### src/inc/adder_pkg.sv
// Function
// - code 400 adds two 16-bit words
// - code 401 adds two 32-bit word pairs
// - code 402 adds 16-bit words plus carry
// - code 403 adds 32-bit pairs plus carry
// - operands and results are two's-complement signed
// - low word holds low half, next high
// - zero flag set when stored result zero
// - carry flag set on carry out of msb
// - single add: positives giving 8000-FFFF flag overflow
// - double add: positives giving negative flag overflow
// - single add: negatives giving 0000-7FFF flag underflow
// - double add: negatives giving nonnegative flag underflow
// - with carry: overflow test uses full sum
// - with carry: underflow test uses full sum
// - sign flag copies result msb
// - code 041 forces carry bit to zero
// - plain mode executes every cycle condition true
// - up mode executes only on rising condition
package adder_pkg;
	// ************************************************************
	// register byte offsets
	// ************************************************************
	localparam logic [4:0]  OFS_FIRST   = 5'h00;
	localparam logic [4:0]  OFS_SECOND  = 5'h04;
	localparam logic [4:0]  OFS_CONTROL = 5'h08;
	localparam logic [4:0]  OFS_RESULT  = 5'h0C;
	localparam logic [4:0]  OFS_FLAGS   = 5'h10;
	localparam logic [4:0]  OFS_COUNT   = 5'h14;
	// ************************************************************
	// control fields
	// ************************************************************
	localparam int          CODE_LSB    = 0;
	localparam int          CODE_W      = 10;
	localparam int          EXEC_BIT    = 16;
	localparam int          UP_BIT      = 17;
	localparam logic [31:0] CONTROL_MASK = 32'h0003_03FF;
	// ************************************************************
	// flag bit positions
	// ************************************************************
	localparam int          ZERO_BIT    = 0;
	localparam int          CARRY_BIT   = 1;
	localparam int          POS_BIT     = 2;
	localparam int          NEG_BIT     = 3;
	localparam int          SIGN_BIT    = 4;
	localparam int          FAULT_BIT   = 5;
	// ************************************************************
	// function codes, decimal as numbered
	// ************************************************************
	localparam logic [9:0]  FN_ADD      = 10'd400;
	localparam logic [9:0]  FN_ADD_L    = 10'd401;
	localparam logic [9:0]  FN_ADC      = 10'd402;
	localparam logic [9:0]  FN_ADC_L    = 10'd403;
	localparam logic [9:0]  FN_CARRY_CLR = 10'd41;
	// ************************************************************
	// reset values and bus answers
	// ************************************************************
	localparam logic [31:0] RST_WORD    = 32'h0000_0000;
	localparam logic [5:0]  RST_FLAGS   = 6'h00;
	localparam logic [1:0]  RESP_OKAY   = 2'h0;
	localparam logic [1:0]  RESP_SLVERR = 2'h2;
endpackage : adder_pkg

### src/signed_binary_adder_flags.sv
// Decided for this implementation: register access over AXI4-Lite and the register offsets.
module signed_binary_adder_flags
	import adder_pkg::*;
(
	input  wire logic        aclk,
	input  wire logic        aresetn,
	input  wire logic [4:0]  s_axi_awaddr,
	input  wire logic [2:0]  s_axi_awprot,
	input  wire logic        s_axi_awvalid,
	output logic             s_axi_awready,
	input  wire logic [31:0] s_axi_wdata,
	input  wire logic [3:0]  s_axi_wstrb,
	input  wire logic        s_axi_wvalid,
	output logic             s_axi_wready,
	output logic [1:0]       s_axi_bresp,
	output logic             s_axi_bvalid,
	input  wire logic        s_axi_bready,
	input  wire logic [4:0]  s_axi_araddr,
	input  wire logic [2:0]  s_axi_arprot,
	input  wire logic        s_axi_arvalid,
	output logic             s_axi_arready,
	output logic [31:0]      s_axi_rdata,
	output logic [1:0]       s_axi_rresp,
	output logic             s_axi_rvalid,
	input  wire logic        s_axi_rready
);
	// ************************************************************
	// bus write side
	// ************************************************************
	logic        aw_hold_q;
	logic [4:0]  awaddr_q;
	logic        w_hold_q;
	logic [31:0] wdata_q;
	logic [3:0]  wstrb_q;
	logic        bvalid_q;
	logic [1:0]  bresp_q;
	logic [31:0] strb_mask;
	logic        do_write;
	logic        wr_first;
	logic        wr_second;
	logic        wr_control;
	logic        wr_mapped;

	// address and data may arrive in either order; each is held until both are in
	assign s_axi_awready = !aw_hold_q && !bvalid_q;
	assign s_axi_wready  = !w_hold_q && !bvalid_q;
	assign do_write      = aw_hold_q && w_hold_q && !bvalid_q;
	assign wr_first      = do_write && (awaddr_q == OFS_FIRST);
	assign wr_second     = do_write && (awaddr_q == OFS_SECOND);
	assign wr_control    = do_write && (awaddr_q == OFS_CONTROL);
	assign wr_mapped     = (awaddr_q == OFS_FIRST) || (awaddr_q == OFS_SECOND)
	                    || (awaddr_q == OFS_CONTROL) || (awaddr_q == OFS_RESULT)
	                    || (awaddr_q == OFS_FLAGS) || (awaddr_q == OFS_COUNT);
	assign s_axi_bvalid  = bvalid_q;
	assign s_axi_bresp   = bresp_q;

	// byte enables widened to a bit mask
	for (genvar i = 0; i < 4; i++) begin : g_strb
		assign strb_mask[8*i +: 8] = {8{wstrb_q[i]}};
	end

	// capture of address, data and the response
	always_ff @(posedge aclk) begin
		if (!aresetn) begin
			aw_hold_q <= 1'b0;
			awaddr_q  <= 5'h00;
			w_hold_q  <= 1'b0;
			wdata_q   <= RST_WORD;
			wstrb_q   <= 4'h0;
			bvalid_q  <= 1'b0;
			bresp_q   <= RESP_OKAY;
		end else begin
			if (s_axi_awvalid && s_axi_awready) begin
				aw_hold_q <= 1'b1;
				awaddr_q  <= s_axi_awaddr;
			end
			if (s_axi_wvalid && s_axi_wready) begin
				w_hold_q <= 1'b1;
				wdata_q  <= s_axi_wdata;
				wstrb_q  <= s_axi_wstrb;
			end
			if (do_write) begin
				aw_hold_q <= 1'b0;
				w_hold_q  <= 1'b0;
				bvalid_q  <= 1'b1;
				bresp_q   <= wr_mapped ? RESP_OKAY : RESP_SLVERR;
			end else if (bvalid_q && s_axi_bready) begin
				bvalid_q <= 1'b0;
			end
		end
	end

	// ************************************************************
	// operand and control registers
	// ************************************************************
	logic [31:0] first_q;
	logic [31:0] second_q;
	logic [31:0] control_q;

	// software writes merge under the byte enables
	always_ff @(posedge aclk) begin
		if (!aresetn) begin
			first_q   <= RST_WORD;
			second_q  <= RST_WORD;
			control_q <= RST_WORD;
		end else begin
			if (wr_first) begin
				first_q <= (first_q & ~strb_mask) | (wdata_q & strb_mask);
			end
			if (wr_second) begin
				second_q <= (second_q & ~strb_mask) | (wdata_q & strb_mask);
			end
			if (wr_control) begin
				control_q <= ((control_q & ~strb_mask) | (wdata_q & strb_mask))
				           & CONTROL_MASK;
			end
		end
	end

	// ************************************************************
	// execution condition and firing
	// ************************************************************
	logic [9:0] code;
	logic       exec_cond;
	logic       up_mode;
	logic       exec_prev_q;
	logic       fire;

	assign code      = control_q[CODE_LSB +: CODE_W];
	assign exec_cond = control_q[EXEC_BIT];
	assign up_mode   = control_q[UP_BIT];
	// up mode fires on the rising condition, plain mode on every true cycle
	assign fire      = exec_cond && (!up_mode || !exec_prev_q);

	// last cycle's condition for the rising-edge test
	always_ff @(posedge aclk) begin
		if (!aresetn) begin
			exec_prev_q <= 1'b0;
		end else begin
			exec_prev_q <= exec_cond;
		end
	end

	// ************************************************************
	// adder datapath
	// ************************************************************
	logic        is_double;
	logic        with_carry;
	logic        is_add;
	logic        carry_q;
	logic        carry_in;
	logic [16:0] sum_s;
	logic [32:0] sum_d;
	logic [31:0] sum_word;
	logic        sum_cout;
	logic        msb_a;
	logic        msb_b;
	logic        msb_r;

	assign is_add     = (code == FN_ADD) || (code == FN_ADD_L)
	                 || (code == FN_ADC) || (code == FN_ADC_L);
	assign is_double  = (code == FN_ADD_L) || (code == FN_ADC_L);
	assign with_carry = (code == FN_ADC) || (code == FN_ADC_L);
	// the incoming carry joins only the with-carry codes
	assign carry_in   = with_carry && carry_q;
	// low word in bits 15:0, next word in bits 31:16
	assign sum_s      = {1'b0, first_q[15:0]} + {1'b0, second_q[15:0]}
	                  + {16'h0000, carry_in};
	assign sum_d      = {1'b0, first_q} + {1'b0, second_q}
	                  + {32'h0000_0000, carry_in};
	assign sum_word   = is_double ? sum_d[31:0] : {16'h0000, sum_s[15:0]};
	assign sum_cout   = is_double ? sum_d[32] : sum_s[16];
	// sign bits of the operand and result width in use
	assign msb_a      = is_double ? first_q[31] : first_q[15];
	assign msb_b      = is_double ? second_q[31] : second_q[15];
	assign msb_r      = is_double ? sum_d[31] : sum_s[15];

	// ************************************************************
	// result, flags and execution count
	// ************************************************************
	logic [31:0] result_q;
	logic [31:0] count_q;
	logic        zero_q;
	logic        pos_q;
	logic        neg_q;
	logic        sign_q;
	logic        fault_q;
	logic [31:0] flags_word;

	// a fired add stores the sum and renews every flag
	always_ff @(posedge aclk) begin
		if (!aresetn) begin
			result_q <= RST_WORD;
			count_q  <= RST_WORD;
			{fault_q, sign_q, neg_q, pos_q, carry_q, zero_q} <= RST_FLAGS;
		end else if (fire && is_add) begin
			result_q <= sum_word;
			count_q  <= count_q + 32'h0000_0001;
			zero_q   <= (sum_word == RST_WORD);
			carry_q  <= sum_cout;
			pos_q    <= !msb_a && !msb_b && msb_r;
			neg_q    <= msb_a && msb_b && !msb_r;
			sign_q   <= msb_r;
			fault_q  <= 1'b0;
		end else if (fire && (code == FN_CARRY_CLR)) begin
			carry_q <= 1'b0;
			count_q <= count_q + 32'h0000_0001;
		end
	end

	assign flags_word = {26'h0, fault_q, sign_q, neg_q, pos_q, carry_q, zero_q};

	// ************************************************************
	// bus read side
	// ************************************************************
	logic        rvalid_q;
	logic [31:0] rdata_q;
	logic [1:0]  rresp_q;
	logic [31:0] rd_mux;
	logic        rd_mapped;

	assign s_axi_arready = !rvalid_q;
	assign s_axi_rvalid  = rvalid_q;
	assign s_axi_rdata   = rdata_q;
	assign s_axi_rresp   = rresp_q;
	assign rd_mapped     = (s_axi_araddr == OFS_FIRST) || (s_axi_araddr == OFS_SECOND)
	                    || (s_axi_araddr == OFS_CONTROL) || (s_axi_araddr == OFS_RESULT)
	                    || (s_axi_araddr == OFS_FLAGS) || (s_axi_araddr == OFS_COUNT);
	// read selection; unmapped reads return zero
	assign rd_mux = (s_axi_araddr == OFS_FIRST)   ? first_q   :
	                (s_axi_araddr == OFS_SECOND)  ? second_q  :
	                (s_axi_araddr == OFS_CONTROL) ? control_q :
	                (s_axi_araddr == OFS_RESULT)  ? result_q  :
	                (s_axi_araddr == OFS_FLAGS)   ? flags_word :
	                (s_axi_araddr == OFS_COUNT)   ? count_q   : RST_WORD;

	// one read in flight, answered the cycle after it is taken
	always_ff @(posedge aclk) begin
		if (!aresetn) begin
			rvalid_q <= 1'b0;
			rdata_q  <= RST_WORD;
			rresp_q  <= RESP_OKAY;
		end else if (s_axi_arvalid && s_axi_arready) begin
			rvalid_q <= 1'b1;
			rdata_q  <= rd_mux;
			rresp_q  <= rd_mapped ? RESP_OKAY : RESP_SLVERR;
		end else if (rvalid_q && s_axi_rready) begin
			rvalid_q <= 1'b0;
		end
	end
endmodule : signed_binary_adder_flags

### config.mk
export PLATFORM = sky130hd
export DESIGN_NAME = signed_binary_adder_flags
export DESIGN_NICKNAME = d
export VERILOG_FILES = /design/src/inc/adder_pkg.sv /design/src/signed_binary_adder_flags.sv
export SDC_FILE = /design/constraint.sdc
export NUM_CORES = 1
export LEC_CHECK = 0
export ABC_AREA = 1
export BUFFER_PORTS_ARGS = -buffer_cell sky130_fd_sc_hd__buf_2
export CAP_MARGIN = 20
export CELL_PAD_IN_SITES_DETAIL_PLACEMENT = 1
export CELL_PAD_IN_SITES_GLOBAL_PLACEMENT = 1
export CORE_ASPECT_RATIO = 1.75
export CORE_MARGIN = 3
export CORE_UTILIZATION = 43
export DETAILED_ROUTE_END_ITERATION = 10
export PLACE_DENSITY_LB_ADDON = 0.1
export SLEW_MARGIN = 0
export SYNTH_ARGS = -nofsm -noshare
export SYNTH_HDL_FRONTEND = slang
export SYNTH_SLANG_ARGS = --single-unit
### constraint.sdc
create_clock -name aclk -period 3.7 [get_ports aclk]
set_clock_uncertainty 0.05 [all_clocks]
set_input_delay 0.185 -clock aclk [delete_from_list [all_inputs] [get_ports aclk]]
set_output_delay 0.185 -clock aclk [all_outputs]
set_load 0.02 [all_outputs]
==> results of run 1 <==
==> per-stage QoR <==
stage | hold slack, ns | instance area, um2 | power (uW) | util [%] | worst slack, ns
finish | 0.0576 | 14200 | 5430 | 51.7 | 0.348
global route | 0.0940 | 14200 | 5590 | 51.7 | 0.00166
CTS | 0.0472 | 14200 | 5450 | 51.5 | 0.0842
detailed placement | 0.374 | 13000 | 2970 | 47.1 | 0.102
global placement | 0.370 | 13000 | 2960 | 47.1 | 0.187
floorplan | 0.298 | 12200 | 2800 | - | 0.734
==> worst min-delay path, cell delays in order <==
cell and delay (ns):
buf_2 0.10, nand2_1 0.21, a21oi_1 0.11
==> final timing paths <==
path / endpoint / slack [ns] / depth (start not counted)
hold reg to reg: exec_prev_q$_SDFF_PN0_ / 0.39 / 2
setup / recovery: zero_q$_SDFFE_PN0P_ / 0.35 / 21
setup reg to reg: zero_q$_SDFFE_PN0P_ / 0.35 / 21
hold / removal: awaddr_q[2]$_SDFFE_PN0P_ / 0.06 / 3
==> cell type report <==
| cell class | instances | area share, % |
|---|---|---|
| sequential | 225 | 31.7 |
| inverter | 277 | 7.31 |
| clock buffer | 33 | 4.95 |
| multi-input combinational | 1282 | 44.7 |
| tap | 369 | 3.25 |
| timing repair buffer | 153 | 7.46 |
| clock inverter | 8 | 0.633 |
==> layer usage <==
| layer | track usage [%] | share of wire [%] | vias to the layer above |
|---|---|---|---|
| li1 | - | - | 6237 |
| met1 | 35.6 | 39 | 6276 |
| met2 | 59.9 | 52 | 273 |
| met3 | 2.75 | 3.0 | 115 |
| met4 | 14.4 | 5.2 | 0 |
| met5 | 0 | 0 | - |
==> layout by cell type (no fill, tap or decap), drive strengths merged, types with 32 or more instances in the layout <==
master and instances:
a21oi 181, buf 111, clkbuf 33, dfxtp 225, dlygate4sd3 42, ha 32, inv 275, nand2 442
nand3 68, nor2 203, o21ai 185
==> logic make-up after synthesis <==
| family | Yosys count | share of synthesized area (%) |
|---|---|---|
| buffers and inverters | 345 | 10.9 |
| AOI/OAI and AO/OA | 440 | 20.0 |
| adders and majority gates | 34 | 3.62 |
| DFF | 225 | 37.0 |
| and+or+nand+nor | 792 | 27.4 |
| other | 1 | 0.0308 |
| xor gates and xnor gates | 14 | 1.01 |
==> timing repair <==
| item | in CTS | in global routing |
|---|---|---|
| endpoints found under the setup margin | 0 | 1 |
| hold buffers | 42 | 0 |
| hold endpoints to repair | 42 | 0 |
| gates resized for setup | 0 | 7 |
| buffers inserted | 0 | 1 |
==> power by group through the flow <==
stage,Sequential (uW),Clock [uW],Combinational [uW]
finish,2560,2460,412
global route,2560,2580,454
CTS,2560,2490,400
detailed placement,2610,0,364
global placement,2610,0,353
floorplan,2600,0,201
==> out/summary.txt, run 1 <==
Status: finished, final reports clean
CTS buffer count: 24
Switching Share: 25.7%
Die ar.: 30400 um2
Critical path start-end classification: reg -> reg
HP Start: s_axi_awvalid
IO Count: 100
Most common cell in the netlist: nand2_1
Worst path slowest cell: fa_2
# DRC: 0
# diodes: 0
Worst skew pair latency: 0.55 ns
Avg Inst Size Synth: 6.57 um2
Synth Flop Type: dfxtp_1
Critical path, cell by cell: inv_1, nor3_2, nand4_1, nand3b_1, fa_2, fa_2, inv_1, nand3_1, nand2_1, nand2_1, nand2_2, nand2_1, nand2_1, nand4_1, nand2_1, nand2_1, nand3_1, nand2_1, nor2_2, nand2_1, a21oi_2
Worst path required time: 4.13 ns
LEAKAGE: 0.00617 uW
Post-DRT Antenna Nets: 0
Root buf cell: clkbuf_16
Final setup fails: 0
Max Freq: 0.298 GHz
Delay-heaviest family, CP: simple AND/OR/NAND/NOR gates
Critical Path End Type: register
Clock Path Buffers: 3
CTS tree: yes
# placed instances: 2262
Detailed Route Iter0 Violations: 698
Sw power: 1390 uW
Largest net degree at the start of global routing: 170
Global-route wire length before repair: 76300 um
Commonest cells in the netlist: nand2_1, inv_1, dfxtp_1
Worst Max-Slew Pin Slew: 0.824 ns
Setup TNS: 0 ns
Synth-to-Final Area Change: 16.9%
Worst IR drop on VDD: 0.364 mV
Crit path max fanout: 5
Buf/Inv on CP: 2
Final hold violations: 0
Area of the core: 27500 um2
Ys async rst share: 0%
Clock power frac: 45.3%
Gr ovfl total: 0
Multi-input gate area: 6360 um2
Period utilization: 90.6%
Number of synthesized flops with an enable pin: 0
Post-synthesis cell count: 1851
Count of different cell masters after synthesis: 54
Routability cong.: 0.954
DRT Pass-1 Iters: 5
Final wirelength: 49500 um
Startpoint class of the critical path: register
Synth area leader: dfxtp_1
Fin. max-slew vios: 0
Power per standard cell area: 382 nW/um2
Non-filler cells, final: 2347
Routed vias/inst: 5.50
Detailed Place HPWL: 37400 um
Tmin final: 3.35 ns
RSZ-0062 raised after global routing: false
Avg WL per Cell: 21.1 um
WP data arrival: 3.78 ns
Seq/Total Area, Yosys: 37.0%
Die height: 229 um
# port buffers: 91
Worst hold path type: in -> reg
H-tree depth: 1
Slew HR: 44.7%
Cell row count: 80
Clock transition at the registers of the reported paths: 0.06 ns
Most used cell, CP: nand2_1
Gr usage total: 31.7%
Area of the mapped netlist: 12200 um2
Syn. warnings: 0
Share of power burned in registers: 47.1%
Vias: 12900
Synth top area share: 37.0%
Logic pwr share: 7.6%
Die width: 133 um
Max Cap Viol: 0
Seq. cell area: 4510 um2
Starting Density: 44.2%
Final layout net count: 2056
Initial antenna violation count: 0
Yosys reg bits: 225
Num Clock Sinks: 225
Synth area leaders: dfxtp_1, nand2_1, inv_1
Vias in the first global route: 13800
Max incr delay on CP: 0.39 ns
Internal power: 4040 uW
Filler cell count: 3711
Layout cells sized above 1: 9.35%
No activity file was read; power rests on OpenSTA's default activity.
==> run 2: changes to the inputs <==
REMOVE_ABC_BUFFERS = 1   (was not set)
==> run 2 against run 1 <==
Compared with the run above:
- wire length decreased by 4.4%
- hold slack got worse by 0.026 ns
- via count decreased by 0.23%
- utilization about the same
- clock power about the same
- die area unchanged
- cell count increased by 0.21%
- count of clock-buffer cells in the layout increased by 5
- maximum frequency decreased by 1.5%
- sequential power about the same
- critical endpoint unchanged
- sequential share of layout area about the same
==> out/summary.txt, run 2 (synthesis gave the netlist of run 1 again) <==
Critical path, cell by cell: inv_2, nand2_2, nor3_1, nand4_1, nand3b_1, fa_2, fa_2, inv_2, nand3_1, nand2_1, nand2_1, nand2_2, nand2_1, nand2_1, nand4_1, nand2_1, nand2_1, nand3_1, nand2_1, nor2_1, nand2_1, a21oi_2 (was inv_1, nor3_2, nand4_1, nand3b_1, fa_2, fa_2, inv_1, nand3_1, nand2_1, nand2_1, nand2_2, nand2_1, nand2_1, nand4_1, nand2_1, nand2_1, nand3_1, nand2_1, nor2_2, nand2_1, a21oi_2)
Min-Delay Path Depth: 3 (unchanged)
LEAKAGE: 0.00617 uW (about the same)
Switching Share: 25.4% (was 25.7%)
IO Count: 100 (unchanged)
Synth-to-Final Area Change: 16.9% (about the same)
Final hold violations: 0 (unchanged)
GR met3 Demand/Resource: 3.28% (was 2.75%)
Worst hold path type: in -> reg (unchanged)
# diodes: 0 (unchanged)
Logic pwr share: 7.3% (was 7.6%)
Most frequent cells in the layout: nand2_1, inv_1, dfxtp_1, nor2_1, o21ai_0 (unchanged)
Num Clock Sinks: 225 (unchanged)
Gr ovfl total: 0 (unchanged)
WP data arrival: 3.84 ns (was 3.78 ns)
CTS buffer count: 24 (unchanged)
Worst path slowest cell: fa_2 (unchanged)
Worst path required time: 4.14 ns (was 4.13 ns)
Layout cells sized above 1: 9.38% (was 9.35%)
Avg WL per Cell: 20.1 um (was 21.1 um)
Detailed Route Iter0 Violations: 644 (was 698)
Critical Path End Type: register (unchanged)
Root buf cell: clkbuf_16 (unchanged)
Period utilization: 92.0% (was 90.6%)
Tmin final: 3.40 ns (was 3.35 ns)
Power per standard cell area: 377 nW/um2 (was 382 nW/um2)
DRT Pass-1 Iters: 5 (unchanged)
Worst setup margin: 0.296 ns (was 0.348 ns)
Crit path max fanout: 4 (was 5)
Status: finished, final reports clean (unchanged)
Worst Max-Slew Pin Slew: 0.767 ns (was 0.824 ns)
Startpoint class of the critical path: register (unchanged)
Cell row count: 80 (unchanged)
Detailed Place HPWL: 35300 um (was 37400 um)
# DRC: 0 (unchanged)
Worst Hold Path EP: awaddr_q[2]$_SDFFE_PN0P_ (unchanged)
CTS tree: yes (unchanged)
Die ar.: 30400 um2 (unchanged)
Delay-heaviest family, CP: simple AND/OR/NAND/NOR gates (unchanged)
Max Freq: 0.294 GHz (was 0.298 GHz)
Critical path start-end classification: reg -> reg (unchanged)
Seq. cell area: 4510 um2 (about the same)
Area of the core: 27500 um2 (unchanged)
Cell area after layout: 14200 um2 (about the same)
Setup TNS: 0 ns (unchanged)
Non-filler cells, final: 2352 (was 2347)
Global-route wire length before repair: 73200 um (was 76300 um)
Global-route track usage on met1: 31.4% (was 35.6%)
Vias: 12900 (about the same)
Die height: 229 um (unchanged)
RSZ-0062 raised after global routing: false (unchanged)
Buf/Inv on CP: 2 (unchanged)
Clock power frac: 45.2% (was 45.3%)
R2r endpoint: zero_q$_SDFFE_PN0P_ (unchanged)
Routed vias/inst: 5.47 (was 5.50)
Most common cell after layout, fill and taps aside: nand2_1 (unchanged)
Starting Density: 44.2% (unchanged)
Sw power: 1360 uW (was 1390 uW)
Filler cell count: 3687 (was 3711)
Most used cell, CP: nand2_1 (unchanged)
Final setup fails: 0 (unchanged)
Die width: 133 um (unchanged)
R2R setup slack: 0.30 ns (was 0.35 ns)
# port buffers: 91 (unchanged)
HP Start: s_axi_awvalid (unchanged)
Worst skew pair latency: 0.55 ns (about the same)
Routability cong.: 0.921 (was 0.954)
GRT Max-Usage Layer: met2 (unchanged)
Initial antenna violation count: 0 (unchanged)
Worst IR drop on VDD: 0.410 mV (was 0.364 mV)
Fin. max-slew vios: 0 (unchanged)
Final wirelength: 47300 um (was 49500 um)
DP Area: 13000 um2 (about the same)
Max incr delay on CP: 0.39 ns (about the same)
Clock Path Buffers: 3 (unchanged)
Final layout net count: 2061 (was 2056)
Post-DRT Antenna Nets: 0 (unchanged)
H-tree depth: 1 (unchanged)
Internal power: 4010 uW (was 4040 uW)
Slew HR: 48.5% (was 44.7%)
Multi-input gate area: 6350 um2 (was 6360 um2)
Met2 Use GR: 56.0% (was 59.9%)
Clock transition at the registers of the reported paths: 0.07 ns (was 0.06 ns)
Gr usage total: 30.4% (was 31.7%)
Share of power burned in registers: 47.5% (was 47.1%)
Max Cap Viol: 0 (unchanged)
Vias in the first global route: 13400 (was 13800)
Cells on worst reg2reg path: 22 (was 21)
Post-place setup slack: 0.120 ns (was 0.102 ns)
Largest net degree at the start of global routing: 107 (was 170)
# placed instances: 2266 (was 2262)
## run 2: worst max-delay path by stage
stage / from / end / slack [ns] / depth (start not counted)
after floorplan: register / zero_q$_SDFFE_PN0P_ / 0.72 / 21
after global placement: register / zero_q$_SDFFE_PN0P_ / 0.17 / 21
after detailed placement: register / zero_q$_SDFFE_PN0P_ / 0.12 / 22
after CTS: register / zero_q$_SDFFE_PN0P_ / 0.09 / 22
after global routing: register / zero_q$_SDFFE_PN0P_ / 0.01 / 22
final: register / zero_q$_SDFFE_PN0P_ / 0.30 / 22
## run 2: cell type report
cell class	instances	area share [%]
Clock buffer	38	5.23
Clock inverter	3	0.185
Inverter	277	7.31
Multi-Input combinational cell	1282	44.7
Sequential cell	225	31.7
Tap cell	369	3.25
Timing Repair Buffer	158	7.69
## run 2: what timing repair did
item,in CTS,in global routing
hold endpoints to repair,43,0
endpoints found under the setup margin,0,1
resized for setup,0,8
hold buffers,43,0
setup buffers,0,2
## run 2: power by group through the flow
stage | sequential (uW) | clock [uW] | combinational, uW
4_1_cts | 2550 | 2470 | 389
2_1_floorplan | 2600 | 0 | 173
6_report | 2550 | 2430 | 390
3_3_place_gp | 2600 | 0 | 338
3_5_place_dp | 2610 | 0 | 352
5_1_grt | 2560 | 2560 | 435
## run 2: tightest hold or removal path, cell delays in order
cell	delay [ns]
buf_2	0.10
nand2_1	0.19
a21oi_1	0.09
## run 2: per-layer routing
metal  vias to the layer above  routed length [um]  part of all wire, %
met3                       143                1590                  3.4
li1                       6244                   -                    -
met5                         -                   0                    0
met4                         0                4130                  8.7
met1                      6161               17400                   37
met2                       323               24200                   51
## run 2: stage by stage
step | util (%) | hold slack (ns) | power (uW)
5_1_grt | 51.7 | 0.0634 | 5550
2_1_floorplan | - | 0.233 | 2780
3_3_place_gp | 47.2 | 0.362 | 2940
4_1_cts | 51.6 | 0.0264 | 5420
3_5_place_dp | 47.2 | 0.384 | 2960
6_report | 51.7 | 0.0312 | 5370
==> run 3: changes to the inputs <==
CAP_MARGIN = 40   (was 20)
CORE_UTILIZATION = 40   (was 43)
==> run 3 against run 2 <==
Compared with the run above:
- flip-flop and latch count unchanged
- cell count up 0.51%
- hold slack improved by 0.0024 ns
- wire length is 0.86% higher
- register-to-register slack improved by 0.03 ns
- die area rose by 7.2%
- count of clock-buffer cells in the layout is 1 higher
- first-iteration DRC count is 21% lower
- largest cell class unchanged
- largest power group unchanged
==> out/summary.txt, run 3 (synthesis gave the netlist of run 1 again) <==
Fin. max-slew vios: 0 (unchanged)
Starting Density: 41.0% (was 44.2%)
H-tree depth: 1 (unchanged)
RSZ-0062 raised after global routing: false (unchanged)
Num Clock Sinks: 225 (unchanged)
Detailed Route Iter0 Violations: 508 (was 644)
Tmin final: 3.37 ns (was 3.40 ns)
Die ar.: 32600 um2 (was 30400 um2)
# DRC: 0 (unchanged)
Die height: 237 um (was 229 um)
Max Cap Viol: 0 (unchanged)
Final layout net count: 2059 (was 2061)
Post-DRT Antenna Nets: 0 (unchanged)
Startpoint class of the critical path: register (unchanged)
# port buffers: 91 (unchanged)
Critical path, cell by cell: inv_2, nand2_2, nor3_1, nand4_1, nand3b_1, fa_2, fa_2, inv_1, nand3_1, nand2_2, nand2_1, nand2_2, nand2_1, nand3_1, nand2_1, nor2_1, nand2_1, nor2_2, nand2_1, nor2_1, nand2_1, a21oi_2 (was inv_2, nand2_2, nor3_1, nand4_1, nand3b_1, fa_2, fa_2, inv_2, nand3_1, nand2_1, nand2_1, nand2_2, nand2_1, nand2_1, nand4_1, nand2_1, nand2_1, nand3_1, nand2_1, nor2_1, nand2_1, a21oi_2)
CTS tree: yes (unchanged)
Clock transition at the registers of the reported paths: 0.07 ns (about the same)
Routed vias/inst: 5.37 (was 5.47)
LEAKAGE: 0.00616 uW (was 0.00617 uW)
WP data arrival: 3.81 ns (was 3.84 ns)
Worst hold path type: in -> reg (unchanged)
Worst skew pair latency: 0.55 ns (about the same)
Power per standard cell area: 380 nW/um2 (was 377 nW/um2)
Routability cong.: 0.922 (was 0.921)
Max incr delay on CP: 0.40 ns (was 0.39 ns)
# diodes: 0 (unchanged)
Vias in the first global route: 13200 (was 13400)
Cell area after layout: 14200 um2 (about the same)
IO Count: 100 (unchanged)
Initial antenna violation count: 0 (unchanged)
CTS buffer count: 24 (unchanged)
Most used cell, CP: nand2_1 (unchanged)
Most frequent cells in the layout: nand2_1, inv_1, dfxtp_1, nor2_1, o21ai_0 (unchanged)
Cell row count: 83 (was 80)
Critical Path End Type: register (unchanged)
Final hold violations: 0 (unchanged)
Die width: 138 um (was 133 um)
Root buf cell: clkbuf_16 (unchanged)
# placed instances: 2278 (was 2266)
Worst IR drop on VDD: 0.350 mV (was 0.410 mV)
Crit path max fanout: 4 (unchanged)
Worst path slowest cell: fa_2 (unchanged)
Detailed Place HPWL: 36300 um (was 35300 um)
Period utilization: 91.1% (was 92.0%)
Synth-to-Final Area Change: 16.9% (about the same)
Final setup fails: 0 (unchanged)
Critical path start-end classification: reg -> reg (unchanged)
Setup TNS: 0 ns (unchanged)
Gr ovfl total: 0 (unchanged)
Delay-heaviest family, CP: simple AND/OR/NAND/NOR gates (unchanged)
Max Freq: 0.297 GHz (was 0.294 GHz)
Buf/Inv on CP: 2 (unchanged)
Filler cell count: 3999 (was 3687)
Avg WL per Cell: 20.2 um (was 20.1 um)
Layout cells sized above 1: 9.38% (about the same)
Most common cell after layout, fill and taps aside: nand2_1 (unchanged)
Status: finished, final reports clean (unchanged)
Area of the core: 29700 um2 (was 27500 um2)
Final wirelength: 47700 um (was 47300 um)
Clock Path Buffers: 3 (unchanged)
DP Area: 13000 um2 (about the same)
DRT Pass-1 Iters: 5 (unchanged)
Worst hold slack: 0.0336 ns (was 0.0312 ns)
Slew HR: 41.2% (was 48.5%)
Non-filler cells, final: 2364 (was 2352)
Largest net degree at the start of global routing: 71 (was 107)
Worst Max-Slew Pin Slew: 0.879 ns (was 0.767 ns)
Gr usage total: 29.1% (was 30.4%)
Worst path required time: 4.13 ns (was 4.14 ns)
Global-route wire length before repair: 73300 um (was 73200 um)
Vias: 12700 (was 12900)
run 3: cell types whose count changed in the layout (fill, tap and decap cells not counted), sizes merged:
cell,before,now
clkbuf,38,39
buf,115,113
clkinvlp,0,1
inv,275,276
clkinv,5,3
run 3: per-layer routing:
| layer | wire length [um] | share of wire [%] | global-route usage [%] |
|---|---|---|---|
| met1 | 18000 | 38 | 30.9 |
| met3 | 1320 | 2.8 | 2.44 |
| met2 | 25600 | 54 | 55.2 |
| met5 | 0 | 0 | 0 |
| met4 | 2850 | 6.0 | 15.2 |
run 3: worst reg2reg max path, cell delays in order (launching register included):
cell and delay (ns):
dfxtp_1 0.32, inv_2 0.09, nand2_2 0.08, nor3_1 0.16, nand4_1 0.18, nand3b_1 0.22
fa_2 0.40, fa_2 0.37, inv_1 0.10, nand3_1 0.10, nand2_2 0.12, nand2_1 0.09
nand2_2 0.11, nand2_1 0.07, nand3_1 0.09, nand2_1 0.08, nor2_1 0.14, nand2_1 0.09
nor2_2 0.13, nand2_1 0.06, nor2_1 0.08, nand2_1 0.07, a21oi_2 0.11
run 3: metrics by stage:
step	total power, uW	utilization (%)	setup slack (ns)
finish	5410	47.9	0.330
global placement	2950	43.7	0.185
detailed placement	2960	43.8	0.0681
global route	5600	47.9	0.0344
CTS	5460	47.8	0.0560
floorplan	2780	-	0.717
run 3: layout make-up:
cell class / count / area, um2 / share of cell area, %
clock buffers: 39 / 758 / 5.33
clock inverters: 3 / 21.3 / 0.149
inverters: 277 / 1040 / 7.31
multi-input cells: 1282 / 6360 / 44.7
flip-flops and latches: 225 / 4510 / 31.7
well taps: 382 / 478 / 3.36
repair buffers: 156 / 1070 / 7.49
run 3: repair_timing:
action | CTS | global route
buffers inserted | 0 | 1
endpoints found under the hold margin | 42 | 0
resized for setup | 0 | 9
setup endpoints to repair | 0 | 2
hold buffers | 43 | 0
run 3: report_power, final:
| group | internal [uW] | total (uW) | leakage [uW] | switching (uW) |
|---|---|---|---|---|
| clock network | 1390 | 2460 | 0.000381 | 1070 |
| logic | 141 | 394 | 0.00395 | 253 |
| registers | 2490 | 2550 | 0.00183 | 62.4 |
| total | 4030 | 5410 | 0.00616 | 1380 |
run 3: final timing paths:
| path | cells after the start | slack [ns] | startpoint | end |
|---|---|---|---|---|
| max reg2reg | 22 | 0.33 | register | zero_q$_SDFFE_PN0P_ |
| min reg2reg | 2 | 0.41 | s_axi_rdata[17]$_SDFFE_PN0P_ | s_axi_rdata[17]$_SDFFE_PN0P_ |
| max | 22 | 0.33 | register | zero_q$_SDFFE_PN0P_ |
| min | 3 | 0.03 | s_axi_awvalid | awaddr_q[2]$_SDFFE_PN0P_ |
